===== config.mk =====
export PLATFORM = sky130hd
export DESIGN_NAME = pattern_gen_detect
export DESIGN_NICKNAME = d
export VERILOG_FILES = /design/src/pattern_gen_detect_pkg.sv /design/src/pattern_detector.sv /design/src/pattern_gen_detect.sv /design/src/pattern_generator.sv
export VERILOG_INCLUDE_DIRS = /design/src
export SDC_FILE = /design/constraint.sdc
export NUM_CORES = 1
export LEC_CHECK = 0
export BUFFER_PORTS_ARGS = -buffer_cell sky130_fd_sc_hd__buf_2
export CORE_MARGIN = 5
export CORE_UTILIZATION = 30
export DETAILED_ROUTE_END_ITERATION = 8
export RECOVER_POWER = 50
export SLEW_MARGIN = 0
export SYNTH_ARGS = -nofsm -noshare
export SYNTH_HDL_FRONTEND = slang
export SYNTH_HIERARCHICAL = 1
export SYNTH_SLANG_ARGS = --single-unit

===== constraint.sdc =====
create_clock -name clk -period 4.3 [get_ports clk]
set_input_delay 0.215 -clock clk [delete_from_list [all_inputs] [get_ports clk]]
set_output_delay 0.215 -clock clk [all_outputs]
set_load 0.01 [all_outputs]

===== src/pattern_gen_detect_defs.svh =====
`ifndef PATTERN_GEN_DETECT_DEFS_SVH
`define PATTERN_GEN_DETECT_DEFS_SVH

// Register offsets within one octant.
`define PGD_OFF_CTRL 8'h60
`define PGD_OFF_IRQ 8'h61
`define PGD_OFF_LEN 8'h62
`define PGD_OFF_TAP 8'h63
`define PGD_OFF_INS1 8'h68
`define PGD_OFF_INS2 8'h69
`define PGD_OFF_INS3 8'h6a
`define PGD_OFF_INS4 8'h6b
`define PGD_OFF_RES1 8'h6c
`define PGD_OFF_RES4 8'h6f

// Control register fields.
`define CTRL_VIEW_HI 7
`define CTRL_VIEW_LO 6
`define CTRL_ZSUP 5
`define CTRL_PTYPE 4
`define CTRL_TXINV 3
`define CTRL_RXINV 2
`define CTRL_AUTO 1
`define CTRL_MAN 0
`define CTRL_RESET 8'h02

// Interrupt enable and status fields.
`define IRQ_SYNC_EN 7
`define IRQ_BERR_EN 6
`define IRQ_XFER_EN 5
`define IRQ_SYNC_ST 4
`define IRQ_SYNC_FL 3
`define IRQ_BERR_FL 2
`define IRQ_XFER_FL 1
`define IRQ_OVR_FL 0

// Result view select codes.
`define VIEW_ERR 2'h2
`define VIEW_BIT 2'h3

// Timing counts in bits.
`define SYNC_WINDOW_BITS 48
`define LOSS_ERR_LIMIT 10
`define ZERO_RUN_LIMIT 14
`define PATTERN_BITS 32

`endif


===== src/pattern_gen_detect_pkg.sv =====
package pattern_gen_detect_pkg;

   typedef enum logic [1:0] {
      DET_SEARCH = 2'b00,
      DET_SYNC = 2'b01,
      DET_HOLD = 2'b10
   } detState_t;

   typedef struct packed {
      logic [31:0] shreg;
      logic [5:0] headCnt;
      logic [4:0] zeroRun;
      logic txBit;
   } genState_t;

   typedef struct packed {
      detState_t st;
      logic [31:0] shreg;
      logic [31:0] rxHist;
      logic [5:0] runCnt;
      logic [5:0] winCnt;
      logic [5:0] winErr;
      logic sync;
      logic syncChg;
      logic bitErr;
      logic bitSeen;
   } detCore_t;

   typedef struct packed {
      logic [7:0] ctrl;
      logic [2:0] irqEn;
      logic [4:0] lenField;
      logic [4:0] tapField;
      logic [31:0] insData;
      logic loadPulse;
      logic manPulse;
      logic syncFlag;
      logic berrFlag;
      logic xferFlag;
      logic ovrFlag;
      logic [31:0] errCnt;
      logic [31:0] bitCnt;
      logic [31:0] patHold;
      logic [31:0] errHold;
      logic [31:0] bitHold;
      logic [7:0] rdData;
      logic intReq;
   } topState_t;

endpackage


===== src/pattern_detector.sv =====
`include "pattern_gen_detect_defs.svh"

module pattern_detector import pattern_gen_detect_pkg::*; #(
   parameter int WIN_BITS = `SYNC_WINDOW_BITS,
   parameter int ERR_LIMIT = `LOSS_ERR_LIMIT
) (
   // Clock and reset
   input wire logic clk,
   input wire logic rst_n,
   // Configuration
   input wire logic patType,
   input wire logic rxInvert,
   input wire logic autoResync,
   input wire logic manualResync,
   input wire logic [4:0] lenField,
   input wire logic [4:0] tapField,
   // Bit stream
   input wire logic bitEn,
   input wire logic rxData,
   // Results
   output logic syncState,
   output logic syncChange,
   output logic bitError,
   output logic bitSeen,
   output logic [31:0] rxHist
);

   generate
      if (WIN_BITS < 2 || WIN_BITS > 63 || ERR_LIMIT < 1 || ERR_LIMIT > WIN_BITS) begin : g_bad
         $error("WIN_BITS or ERR_LIMIT out of range");
      end
   endgenerate

   localparam logic [5:0] WIN = 6'(WIN_BITS);
   localparam logic [5:0] LIM = 6'(ERR_LIMIT);

   detCore_t s_q, s_d;
   logic b;
   logic pred;
   logic err;
   logic [5:0] errSum;

   always_comb begin
      s_d = s_q;
      s_d.syncChg = 1'b0;
      s_d.bitErr = 1'b0;
      s_d.bitSeen = 1'b0;
      b = rxData ^ rxInvert;
      pred = patType ? s_q.shreg[lenField] : (s_q.shreg[lenField] ^ s_q.shreg[tapField]);
      err = b ^ pred;
      errSum = s_q.winErr + {5'h00, err};
      if (manualResync) begin
         s_d.st = DET_SEARCH;
         s_d.runCnt = 6'h00;
         if (s_q.sync) begin
            s_d.sync = 1'b0;
            s_d.syncChg = 1'b1;
         end
      end else if (bitEn) begin
         s_d.bitSeen = 1'b1;
         s_d.rxHist = {s_q.rxHist[30:0], b};
         s_d.bitErr = err && s_q.sync;
         s_d.runCnt = err ? 6'h00 : ((s_q.runCnt >= WIN) ? WIN : s_q.runCnt + 6'h01);
         if (s_q.st == DET_SEARCH) begin
            // Searching reloads from the line so the detector aligns itself.
            s_d.shreg = {s_q.shreg[30:0], b};
            if (!err && s_q.runCnt == WIN - 6'h01) begin
               s_d.st = DET_SYNC;
               s_d.sync = 1'b1;
               s_d.syncChg = 1'b1;
               s_d.winCnt = 6'h00;
               s_d.winErr = 6'h00;
            end
         end else begin
            // Once aligned the detector runs from its own prediction.
            s_d.shreg = {s_q.shreg[30:0], pred};
            s_d.winCnt = (s_q.winCnt == WIN - 6'h01) ? 6'h00 : s_q.winCnt + 6'h01;
            s_d.winErr = (s_q.winCnt == WIN - 6'h01) ? 6'h00 : errSum;
            case (s_q.st)
               DET_SYNC: begin
                  if (s_q.winCnt == WIN - 6'h01 && errSum >= LIM) begin
                     s_d.sync = 1'b0;
                     s_d.syncChg = 1'b1;
                     s_d.runCnt = 6'h00;
                     s_d.st = autoResync ? DET_SEARCH : DET_HOLD;
                  end
               end
               default: begin
                  if (!err && s_q.runCnt == WIN - 6'h01) begin
                     s_d.st = DET_SYNC;
                     s_d.sync = 1'b1;
                     s_d.syncChg = 1'b1;
                  end
               end
            endcase
         end
      end
   end

   always_ff @(posedge clk) begin
      if (!rst_n) begin
         s_q <= '0;
      end else begin
         s_q <= s_d;
      end
   end

   assign syncState = s_q.sync;
   assign syncChange = s_q.syncChg;
   assign bitError = s_q.bitErr;
   assign bitSeen = s_q.bitSeen;
   assign rxHist = s_q.rxHist;

endmodule


===== src/pattern_gen_detect.sv =====
// The implementer's own choice: the strobed register port.
`include "pattern_gen_detect_defs.svh"

// Contract
// - view select picks pattern, errors or bits
// - zero suppression forces one after 14 zeros
// - type select chooses repetitive or pseudo-random
// - transmit invert flips every generated bit
// - receive invert flips data before detection
// - 48 error-free bits declare sync
// - auto resync searches after 10 errors/48
// - without auto, only manual edge restarts search
// - manual resync acts on rising edge only
// - sync clears on 10 errors in window
// - sync change flag set, cleared by read
// - bit error flag only while synchronized
// - transfer flag set on holding update
// - transfer from result write, global, auto
// - three enables gate interrupt sources
// - overrun when transfer flag still pending
// - pattern length is field plus one
// - feedback tap is field plus one
module pattern_gen_detect import pattern_gen_detect_pkg::*; #(
   parameter int WIN_BITS = `SYNC_WINDOW_BITS,
   parameter int ERR_LIMIT = `LOSS_ERR_LIMIT,
   parameter int ZERO_RUN = `ZERO_RUN_LIMIT
) (
   // Clock and reset
   input wire logic clk,
   input wire logic rst_n,
   // Register port
   input wire logic [7:0] regAddr,
   input wire logic [7:0] regWrData,
   input wire logic regWr,
   input wire logic regRd,
   output logic [7:0] regRdData,
   // Holding update requests from the framer
   input wire logic globalUpdate,
   input wire logic auto_holding_update,
   // Transmit stream
   input wire logic txBitEn,
   output logic txData,
   // Receive stream
   input wire logic rxBitEn,
   input wire logic rxData,
   // Interrupt request
   output logic intReq
);

   topState_t s_q, s_d;

   logic syncState;
   logic syncChange;
   logic bitError;
   logic bitSeen;
   logic [31:0] rxHist;

   logic wrCtrl;
   logic wrIrq;
   logic wrLen;
   logic wrTap;
   logic wrIns1;
   logic wrIns2;
   logic wrIns3;
   logic wrIns4;
   logic wrRes;
   logic rdIrq;
   logic xferNow;
   logic [31:0] viewWord;
   logic [1:0] viewSel;

   pattern_generator #(
      .ZERO_RUN(ZERO_RUN)
   ) u_gen (
      .clk(clk),
      .rst_n(rst_n),
      .patType(s_q.ctrl[`CTRL_PTYPE]),
      .zeroSup(s_q.ctrl[`CTRL_ZSUP]),
      .txInvert(s_q.ctrl[`CTRL_TXINV]),
      .lenField(s_q.lenField),
      .tapField(s_q.tapField),
      .load(s_q.loadPulse),
      .loadData(s_q.insData),
      .bitEn(txBitEn),
      .txData(txData)
   );

   pattern_detector #(
      .WIN_BITS(WIN_BITS),
      .ERR_LIMIT(ERR_LIMIT)
   ) u_det (
      .clk(clk),
      .rst_n(rst_n),
      .patType(s_q.ctrl[`CTRL_PTYPE]),
      .rxInvert(s_q.ctrl[`CTRL_RXINV]),
      .autoResync(s_q.ctrl[`CTRL_AUTO]),
      .manualResync(s_q.manPulse),
      .lenField(s_q.lenField),
      .tapField(s_q.tapField),
      .bitEn(rxBitEn),
      .rxData(rxData),
      .syncState(syncState),
      .syncChange(syncChange),
      .bitError(bitError),
      .bitSeen(bitSeen),
      .rxHist(rxHist)
   );

   // Address decode of write and read strobes.
   always_comb begin
      wrCtrl = 1'b0;
      wrIrq = 1'b0;
      wrLen = 1'b0;
      wrTap = 1'b0;
      wrIns1 = 1'b0;
      wrIns2 = 1'b0;
      wrIns3 = 1'b0;
      wrIns4 = 1'b0;
      wrRes = 1'b0;
      if (regAddr == `PGD_OFF_CTRL) begin
         wrCtrl = regWr;
      end else if (regAddr == `PGD_OFF_IRQ) begin
         wrIrq = regWr;
      end else if (regAddr == `PGD_OFF_LEN) begin
         wrLen = regWr;
      end else if (regAddr == `PGD_OFF_TAP) begin
         wrTap = regWr;
      end else if (regAddr == `PGD_OFF_INS1) begin
         wrIns1 = regWr;
      end else if (regAddr == `PGD_OFF_INS2) begin
         wrIns2 = regWr;
      end else if (regAddr == `PGD_OFF_INS3) begin
         wrIns3 = regWr;
      end else if (regAddr == `PGD_OFF_INS4) begin
         wrIns4 = regWr;
      end else if (regAddr >= `PGD_OFF_RES1 && regAddr <= `PGD_OFF_RES4) begin
         wrRes = regWr;
      end
      rdIrq = regRd && (regAddr == `PGD_OFF_IRQ);
      xferNow = wrRes || globalUpdate || auto_holding_update;
   end

   // Result view multiplexer.
   always_comb begin
      viewSel = s_q.ctrl[`CTRL_VIEW_HI:`CTRL_VIEW_LO];
      if (viewSel == `VIEW_ERR) begin
         viewWord = s_q.errHold;
      end else if (viewSel == `VIEW_BIT) begin
         viewWord = s_q.bitHold;
      end else begin
         viewWord = s_q.patHold;
      end
   end

   always_comb begin
      s_d = s_q;
      s_d.loadPulse = 1'b0;
      s_d.manPulse = 1'b0;

      // Register writes.
      if (wrCtrl) begin
         s_d.ctrl = regWrData;
         s_d.manPulse = regWrData[`CTRL_MAN] && !s_q.ctrl[`CTRL_MAN];
      end
      if (wrIrq) begin
         s_d.irqEn = regWrData[`IRQ_SYNC_EN:`IRQ_XFER_EN];
      end
      if (wrLen) begin
         s_d.lenField = regWrData[4:0];
      end
      if (wrTap) begin
         s_d.tapField = regWrData[4:0];
      end
      if (wrIns1) begin
         s_d.insData[7:0] = regWrData;
      end
      if (wrIns2) begin
         s_d.insData[15:8] = regWrData;
      end
      if (wrIns3) begin
         s_d.insData[23:16] = regWrData;
      end
      if (wrIns4) begin
         // The generator reloads only on the top byte, after the lower three.
         s_d.insData[31:24] = regWrData;
         s_d.loadPulse = 1'b1;
      end

      // Status read clears the flags; a new event in the same cycle wins.
      if (rdIrq) begin
         s_d.syncFlag = 1'b0;
         s_d.berrFlag = 1'b0;
         s_d.xferFlag = 1'b0;
         s_d.ovrFlag = 1'b0;
      end
      if (syncChange) begin
         s_d.syncFlag = 1'b1;
      end
      if (bitError) begin
         s_d.berrFlag = 1'b1;
      end

      // Live counters, restarted by each transfer.
      if (bitSeen && s_q.bitCnt != 32'hffffffff) begin
         s_d.bitCnt = s_q.bitCnt + 32'h00000001;
      end
      if (bitError && s_q.errCnt != 32'hffffffff) begin
         s_d.errCnt = s_q.errCnt + 32'h00000001;
      end
      if (xferNow) begin
         s_d.patHold = rxHist;
         s_d.bitHold = s_q.bitCnt;
         s_d.errHold = s_q.errCnt;
         s_d.bitCnt = {31'h00000000, bitSeen};
         s_d.errCnt = {31'h00000000, bitError};
         s_d.xferFlag = 1'b1;
         if (s_q.xferFlag && !rdIrq) begin
            s_d.ovrFlag = 1'b1;
         end
      end

      // Read data stands in the cycle after the strobe.
      s_d.rdData = 8'h00;
      if (regRd) begin
         if (regAddr == `PGD_OFF_CTRL) begin
            s_d.rdData = s_q.ctrl;
         end else if (regAddr == `PGD_OFF_IRQ) begin
            // The shown sync state waits for its change flag, so a read never sees one without the other.
            s_d.rdData = {s_q.irqEn, syncState ^ syncChange, s_q.syncFlag, s_q.berrFlag, s_q.xferFlag, s_q.ovrFlag};
         end else if (regAddr == `PGD_OFF_LEN) begin
            s_d.rdData = {3'h0, s_q.lenField};
         end else if (regAddr == `PGD_OFF_TAP) begin
            s_d.rdData = {3'h0, s_q.tapField};
         end else if (regAddr == `PGD_OFF_INS1) begin
            s_d.rdData = s_q.insData[7:0];
         end else if (regAddr == `PGD_OFF_INS2) begin
            s_d.rdData = s_q.insData[15:8];
         end else if (regAddr == `PGD_OFF_INS3) begin
            s_d.rdData = s_q.insData[23:16];
         end else if (regAddr == `PGD_OFF_INS4) begin
            s_d.rdData = s_q.insData[31:24];
         end else if (regAddr == `PGD_OFF_RES1) begin
            s_d.rdData = viewWord[7:0];
         end else if (regAddr == `PGD_OFF_RES1 + 8'h01) begin
            s_d.rdData = viewWord[15:8];
         end else if (regAddr == `PGD_OFF_RES1 + 8'h02) begin
            s_d.rdData = viewWord[23:16];
         end else if (regAddr == `PGD_OFF_RES4) begin
            s_d.rdData = viewWord[31:24];
         end
      end

      s_d.intReq = (s_d.syncFlag && s_d.irqEn[2]) || (s_d.berrFlag && s_d.irqEn[1]) ||
                   (s_d.xferFlag && s_d.irqEn[0]);
   end

   always_ff @(posedge clk) begin
      if (!rst_n) begin
         s_q <= '0;
         s_q.ctrl <= `CTRL_RESET;
      end else begin
         s_q <= s_d;
      end
   end

   assign regRdData = s_q.rdData;
   assign intReq = s_q.intReq;

endmodule


===== src/pattern_generator.sv =====
`include "pattern_gen_detect_defs.svh"

module pattern_generator import pattern_gen_detect_pkg::*; #(
   parameter int ZERO_RUN = `ZERO_RUN_LIMIT
) (
   // Clock and reset
   input wire logic clk,
   input wire logic rst_n,
   // Configuration
   input wire logic patType,
   input wire logic zeroSup,
   input wire logic txInvert,
   input wire logic [4:0] lenField,
   input wire logic [4:0] tapField,
   input wire logic load,
   input wire logic [31:0] loadData,
   // Bit stream
   input wire logic bitEn,
   output logic txData
);

   generate
      if (ZERO_RUN < 1 || ZERO_RUN > 30) begin : g_bad
         $error("ZERO_RUN out of range");
      end
   endgenerate

   localparam logic [4:0] RUN_MAX = 5'(ZERO_RUN);

   genState_t s_q, s_d;
   logic rawBit;
   logic outBit;

   always_comb begin
      s_d = s_q;
      rawBit = (s_q.headCnt != 6'h00) ? s_q.shreg[31] : s_q.shreg[lenField];
      outBit = rawBit;
      if (load) begin
         s_d.shreg = loadData;
         s_d.headCnt = patType ? 6'(`PATTERN_BITS) : 6'h00;
         s_d.zeroRun = 5'h00;
      end else if (bitEn) begin
         if (patType) begin
            if (s_q.headCnt != 6'h00) begin
               s_d.shreg = {s_q.shreg[30:0], s_q.shreg[31]};
               s_d.headCnt = s_q.headCnt - 6'h01;
            end else begin
               s_d.shreg = {s_q.shreg[30:0], s_q.shreg[lenField]};
            end
         end else begin
            s_d.shreg = {s_q.shreg[30:0], s_q.shreg[lenField] ^ s_q.shreg[tapField]};
         end
         if (zeroSup && s_q.zeroRun >= RUN_MAX) begin
            outBit = 1'b1;
         end
         s_d.zeroRun = outBit ? 5'h00 : ((s_q.zeroRun >= RUN_MAX) ? s_q.zeroRun : s_q.zeroRun + 5'h01);
         s_d.txBit = outBit ^ txInvert;
      end
   end

   always_ff @(posedge clk) begin
      if (!rst_n) begin
         s_q <= '0;
      end else begin
         s_q <= s_d;
      end
   end

   assign txData = s_q.txBit;

endmodule


# Word level (Yosys, flattened, before mapping)
# Index checks and enable logic that the tools add are counted.
dict set report op_classes {
  n_addsub 7
  order_cmp 7
  n_eq_ne 24
  mux 110
  bitwise 10
  reduce_logical 42
}
# cell count
set ops {}
lappend ops {{$mux W162} 1}
lappend ops {{$mux W32} 4}
lappend ops {{$eq A8 B7 Y1 const B} 12}
lappend ops {{$mux W8} 12}
lappend ops {{$add A32 B1 Y32 const B} 2}
lappend ops {{$ne A32 B32 Y1 const B} 2}
lappend ops {{$mux W1} 61}
lappend ops {{$mux W6} 10}
lappend ops {{$mux W44} 1}
lappend ops {{$mux W43} 1}
lappend ops {{$mux W34} 1}
lappend ops {{$mux W14} 2}
lappend ops {{$bmux W1 S5} 4}
lappend ops {{$mux W2} 8}
lappend ops {{$logic_and A1 B1 Y1} 13}
lappend ops {{$add A6 B1 Y6 const B} 2}
lappend ops {{$eq A6 B6 Y1 const B} 2}
lappend ops {{$lt A5 B6 Y1 const B} 2}
lappend ops {{$reduce_and A2 Y1} 6}
lappend ops {{$reduce_bool A2 Y1} 6}
lappend ops {{$mux W5} 2}
lappend ops {{$ge A8 B7 Y1 const B} 1}
lappend ops {{$le A8 B7 Y1 const B} 1}
lappend ops {{$mux W4} 2}
lappend ops {{24 further kinds} 42}
dict set report totals {
  reg_bits 360
  output_inout_bits 10
  wordCells 237
}

# Depth between registers and ports, before layout
dict set report depth {
  depth_word 16
  ltp_mapped 20
  depth_no_buf 17
}

# By module
# The synthesis kept the hierarchy.
# mod n_inst cells_each area_each_um2
set by_module_without_submodules {}
lappend by_module_without_submodules {pattern_gen_detect 1 1269 10301.1}
lappend by_module_without_submodules {pattern_detector 1 531 4415.5}
lappend by_module_without_submodules {pattern_generator 1 307 2658.8}

# Least setup slack after synthesis
# Ideal clock, no wire load.
dict set report synth_timing {
  path_kind {flip-flop to flip-flop}
  start {register, netlist name s_q[207]}
  end {register u_det/s_q[19] in the netlist's numbering}
  t_arrival_ps 3587
  t_required_ps 4175
  path_slack_ps 588
  path_stages_with_launch 18
  path_buffers 2
  path_cell_list {dfxtp_1 -> buf_6 -> mux4_2 -> mux2i_1 -> nand3b_1 -> nand4_2 -> xor3_2 -> buf_6 -> inv_1 -> ha_1 -> ha_1 -> nand3_1 -> a21oi_1 -> o22ai_1 -> a211oi_1 -> a21oi_1 -> nand4_1 -> a31oi_1}
}
# item line
set synth_rtl {}
lappend synth_rtl {{end signal, assigned} pattern_detector.sv:102} ;# s_q <= '0;
lappend synth_rtl {{end signal, assigned} pattern_detector.sv:104} ;# s_q <= s_d;
lappend synth_rtl {{end, declared} pattern_detector.sv:37} ;# detCore_t s_q, s_d;

==> results.sh <==
export IMPL_synth_top_family_by_area="simple AND/OR/NAND/NOR gates"
export IMPL_regArea_sq_mm=0.00721
export IMPL_p_int_mw=5.58
export IMPL_synth_compound_area_frac=0.150
export IMPL_yosys_area_share_simple=0.226
export IMPL_fin_ws_ps=401
export IMPL_drt_pass1_iterations=7
export IMPL_finalNonFillerCells=2831
export IMPL_remaining_drc_errors=0
export IMPL_dp_hpwl_um=32700
export IMPL_synth_xor_area_frac=0.0282
export IMPL_wl_per_cell_um=16.8
export IMPL_rsz0062_at_grt="no"
export IMPL_fill_cells=5967
export IMPL_ioPinCount=35
export IMPL_place_gp_congestion=0.904
export IMPL_grt_overflow_total=0
export IMPL_ys_async_sr_fraction=0
export IMPL_avgSynthCellArea_sq_um=8.25
export IMPL_maxCapViolCount=4
export IMPL_layout_common_cells="nand2_1, dfxtp_1, a21oi_1, nor2_1, mux2i_1"
export IMPL_p_leak_nw=6.46
export IMPL_dp_slack_ps=200
export IMPL_dieArea_sq_mm=0.0628
export IMPL_cp_end_kind="flip-flop"
export IMPL_nNetsFinal=2069
export IMPL_root_buffer="clkbuf_16"
export IMPL_viasPerCell=5.16
export IMPL_grt_use_total=0.143
export IMPL_fin_skew_ps=19.0
export IMPL_synth_adder_area_share=0.00648
export IMPL_chipHeight_um=251
export IMPL_numPortBuffers=34
export IMPL_p_clk_frac=0.494
export IMPL_seqPwrFrac=0.466
export IMPL_drt_initial_drc_count=1058
export IMPL_clk_path_buf_depth=3
export IMPL_power_density_mw_per_mm2=375
export IMPL_pwr_share_comb=0.040
export IMPL_final_setup_viol_count=0
export IMPL_crit_path_max_fanout=73
export IMPL_path_class="input port to flip-flop"
export IMPL_yosys_register_bits=360
export IMPL_swShare=0.225
export IMPL_tightest_slew_ps=3010
export IMPL_antenna_found_initial=3
export IMPL_timing_final_crit_share=0.907
export IMPL_maxSlewViolCount=184
export IMPL_synthCells=2107
export IMPL_wirelength_um=47500
export IMPL_h_tree_depth=2
export IMPL_path_clk_slew_ps=60
export IMPL_ys_warn_count=6
export IMPL_cts_buffers=40
export IMPL_ys_types=84
export IMPL_synthMuxAreaShare=0.117
export IMPL_grt_pass1_vias=13700
export IMPL_row_count=88
export IMPL_hold_path_class="input port to flip-flop"
export IMPL_syn_nets=2141
export IMPL_dr_total_vias=14600
export IMPL_relSlewSlack=-1.01
export IMPL_dp_cells=2756
export IMPL_yosysSeqAreaShare=0.415
export IMPL_arrival_ps=4350
export IMPL_netlist_area_sq_mm=0.0174
export IMPL_drtAntennaViolNets=0
export IMPL_synth_edff_count=0
export IMPL_switchingPower_mw=1.62
export IMPL_grt_pass1_wl_um=75100
export IMPL_tritoncts_num_sinks=360
export IMPL_areaGrowthSynthToFinish_pct=10.5
export IMPL_clock_latency_ps=540
export IMPL_violations="capacitance limit, slew limit"
export IMPL_final_common_cell="nand2_1"
export IMPL_initial_core_util=0.302
export IMPL_hold_viol=0
export IMPL_fmax_mhz=256
export IMPL_coreArea_sq_mm=0.0576
export IMPL_die_w_um=251
export IMPL_min_period_ps=3900
export IMPL_worstPathRequired_ps=4750
export IMPL_ir_drop_uv=359
export IMPL_cts_tree="built"
export IMPL_multi_input_area_sq_mm=0.00919
export IMPL_status="finished, violations left"
export IMPL_start_kind="input port"
export IMPL_ys_flop_type="dfxtp_1"
export IMPL_finalSetupTns_ps=0
export IMPL_power_mw=7.21
export IMPL_grt_max_degree=101
export IMPL_drive_gt1_frac=0.0964
final cells by class:
type / instances / share of cell area
flip-flops and latches: 360 / 0.375
inverters: 21 / 0.00417
clock inverters: 16 / 0.0106
diodes: 1 / 0.000130
clock buffers: 56 / 0.0616
repair buffers: 64 / 0.0199
well taps: 765 / 0.0498
multi-input cells: 1548 / 0.478
cell usage after synthesis (all sizes together) (3+ instances only):
library cell,instances,area (sq um)
a21oi,270,1360
nor2,214,803
a22oi,4,35.0
dfxtp,360,7210
nand2b,10,62.6
ha,9,113
or3,21,136
a311oi,4,41.3
nor4,6,43.8
nand2,449,1690
mux2,13,146
buf,92,601
mux2i,122,1220
o2111ai,5,43.8
xnor2,14,123
a221oi,6,52.6
nor3,20,121
xor2,39,342
a21boi,4,30.0
o22ai,8,50.1
nand4b,5,43.8
clkbuf,86,333
nand3b,3,26.3
o211ai,12,95.1
o21ai,65,344
nand3,52,260
a211oi,13,103
mux4,29,668
a2111oi,6,52.6
a41oi,4,42.6
and2,7,43.8
nor3b,6,45.0
a31oi,15,175
or2,7,43.8
and3,11,71.3
nand4,45,294
nor2b,17,106
and4,7,61.3
inv,21,78.8
routing by layer:
metal  track usage  vias to the layer above  part of all wire
li1              -                     7120                 -
met1         0.194                     7047              0.45
met2         0.229                      369              0.46
met3        0.0310                       78             0.061
met4        0.0454                        4             0.028
met5             0                        -           0.00042
worst max-delay path, cell delays in order:
cell	delay, ps
buf_2	460
clkinvlp_2	2210
clkbuf_2	1050
nor4_1	390
power groups by stage:
stage          Combinational [mW]  Clock [mW]  Sequential (mW)
2_1_floorplan               0.200           0             3.43
3_3_place_gp                0.283           0             3.43
3_5_place_dp                0.287           0             3.43
4_1_cts                     0.290        3.64             3.36
5_1_grt                     0.313        3.78             3.36
6_report                    0.290        3.56             3.36
flip-flops by register name (all words and copies together) (netlist names), 8 cells and up:
name,cells
s_q,219
u_det/s_q,52
regRdData,8
u_gen/s_q,43
u_det/rxHist,32
repair_timing:
action,CTS,global route
endpoints found under the setup margin,0,4
setup buffers,0,0
resized for setup,0,4
endpoints found under the hold margin,3,0
hold buffers,2,0
worst paths after layout:
check	start	endpoint	slack, ps	depth (start not counted)
hold reg to reg	s_q[25]$_SDFFE_PN0P_	s_q[25]$_SDFFE_PN0P_	450	2
hold / removal	regWrData[4]	s_q[187]$_SDFFE_PN0P_	20	3
setup reg to reg	s_q[213]$_SDFFE_PN0P_	u_det/s_q[19]$_SDFFE_PP0P_	410	19
setup / recovery	rst_n	s_q[174]$_SDFF_PN0_	400	4
logic make-up (layout without fill, tap and decap cells):
logic type	Yosys count	count (layout)
flip-flops	360	360
buffers and inverters	199	157
AND/OR/NAND/NOR	887	887
XOR/XNOR	54	54
adder cells (fa/ha/maj)	9	9
other	0	1
AO/OA/AOI/OAI	434	434
multiplexers	164	164
through the flow:
stage | instance area, sq um | util | hold slack, ps
2_1_floorplan | 17400 | - | 340
3_3_place_gp | 17800 | 0.310 | 438
3_5_place_dp | 17800 | 0.310 | 442
4_1_cts | 19200 | 0.334 | 8.93
5_1_grt | 19200 | 0.334 | 29.9
6_report | 19200 | 0.334 | 19.1
Note: power is estimated with default switching activity, not from simulation.
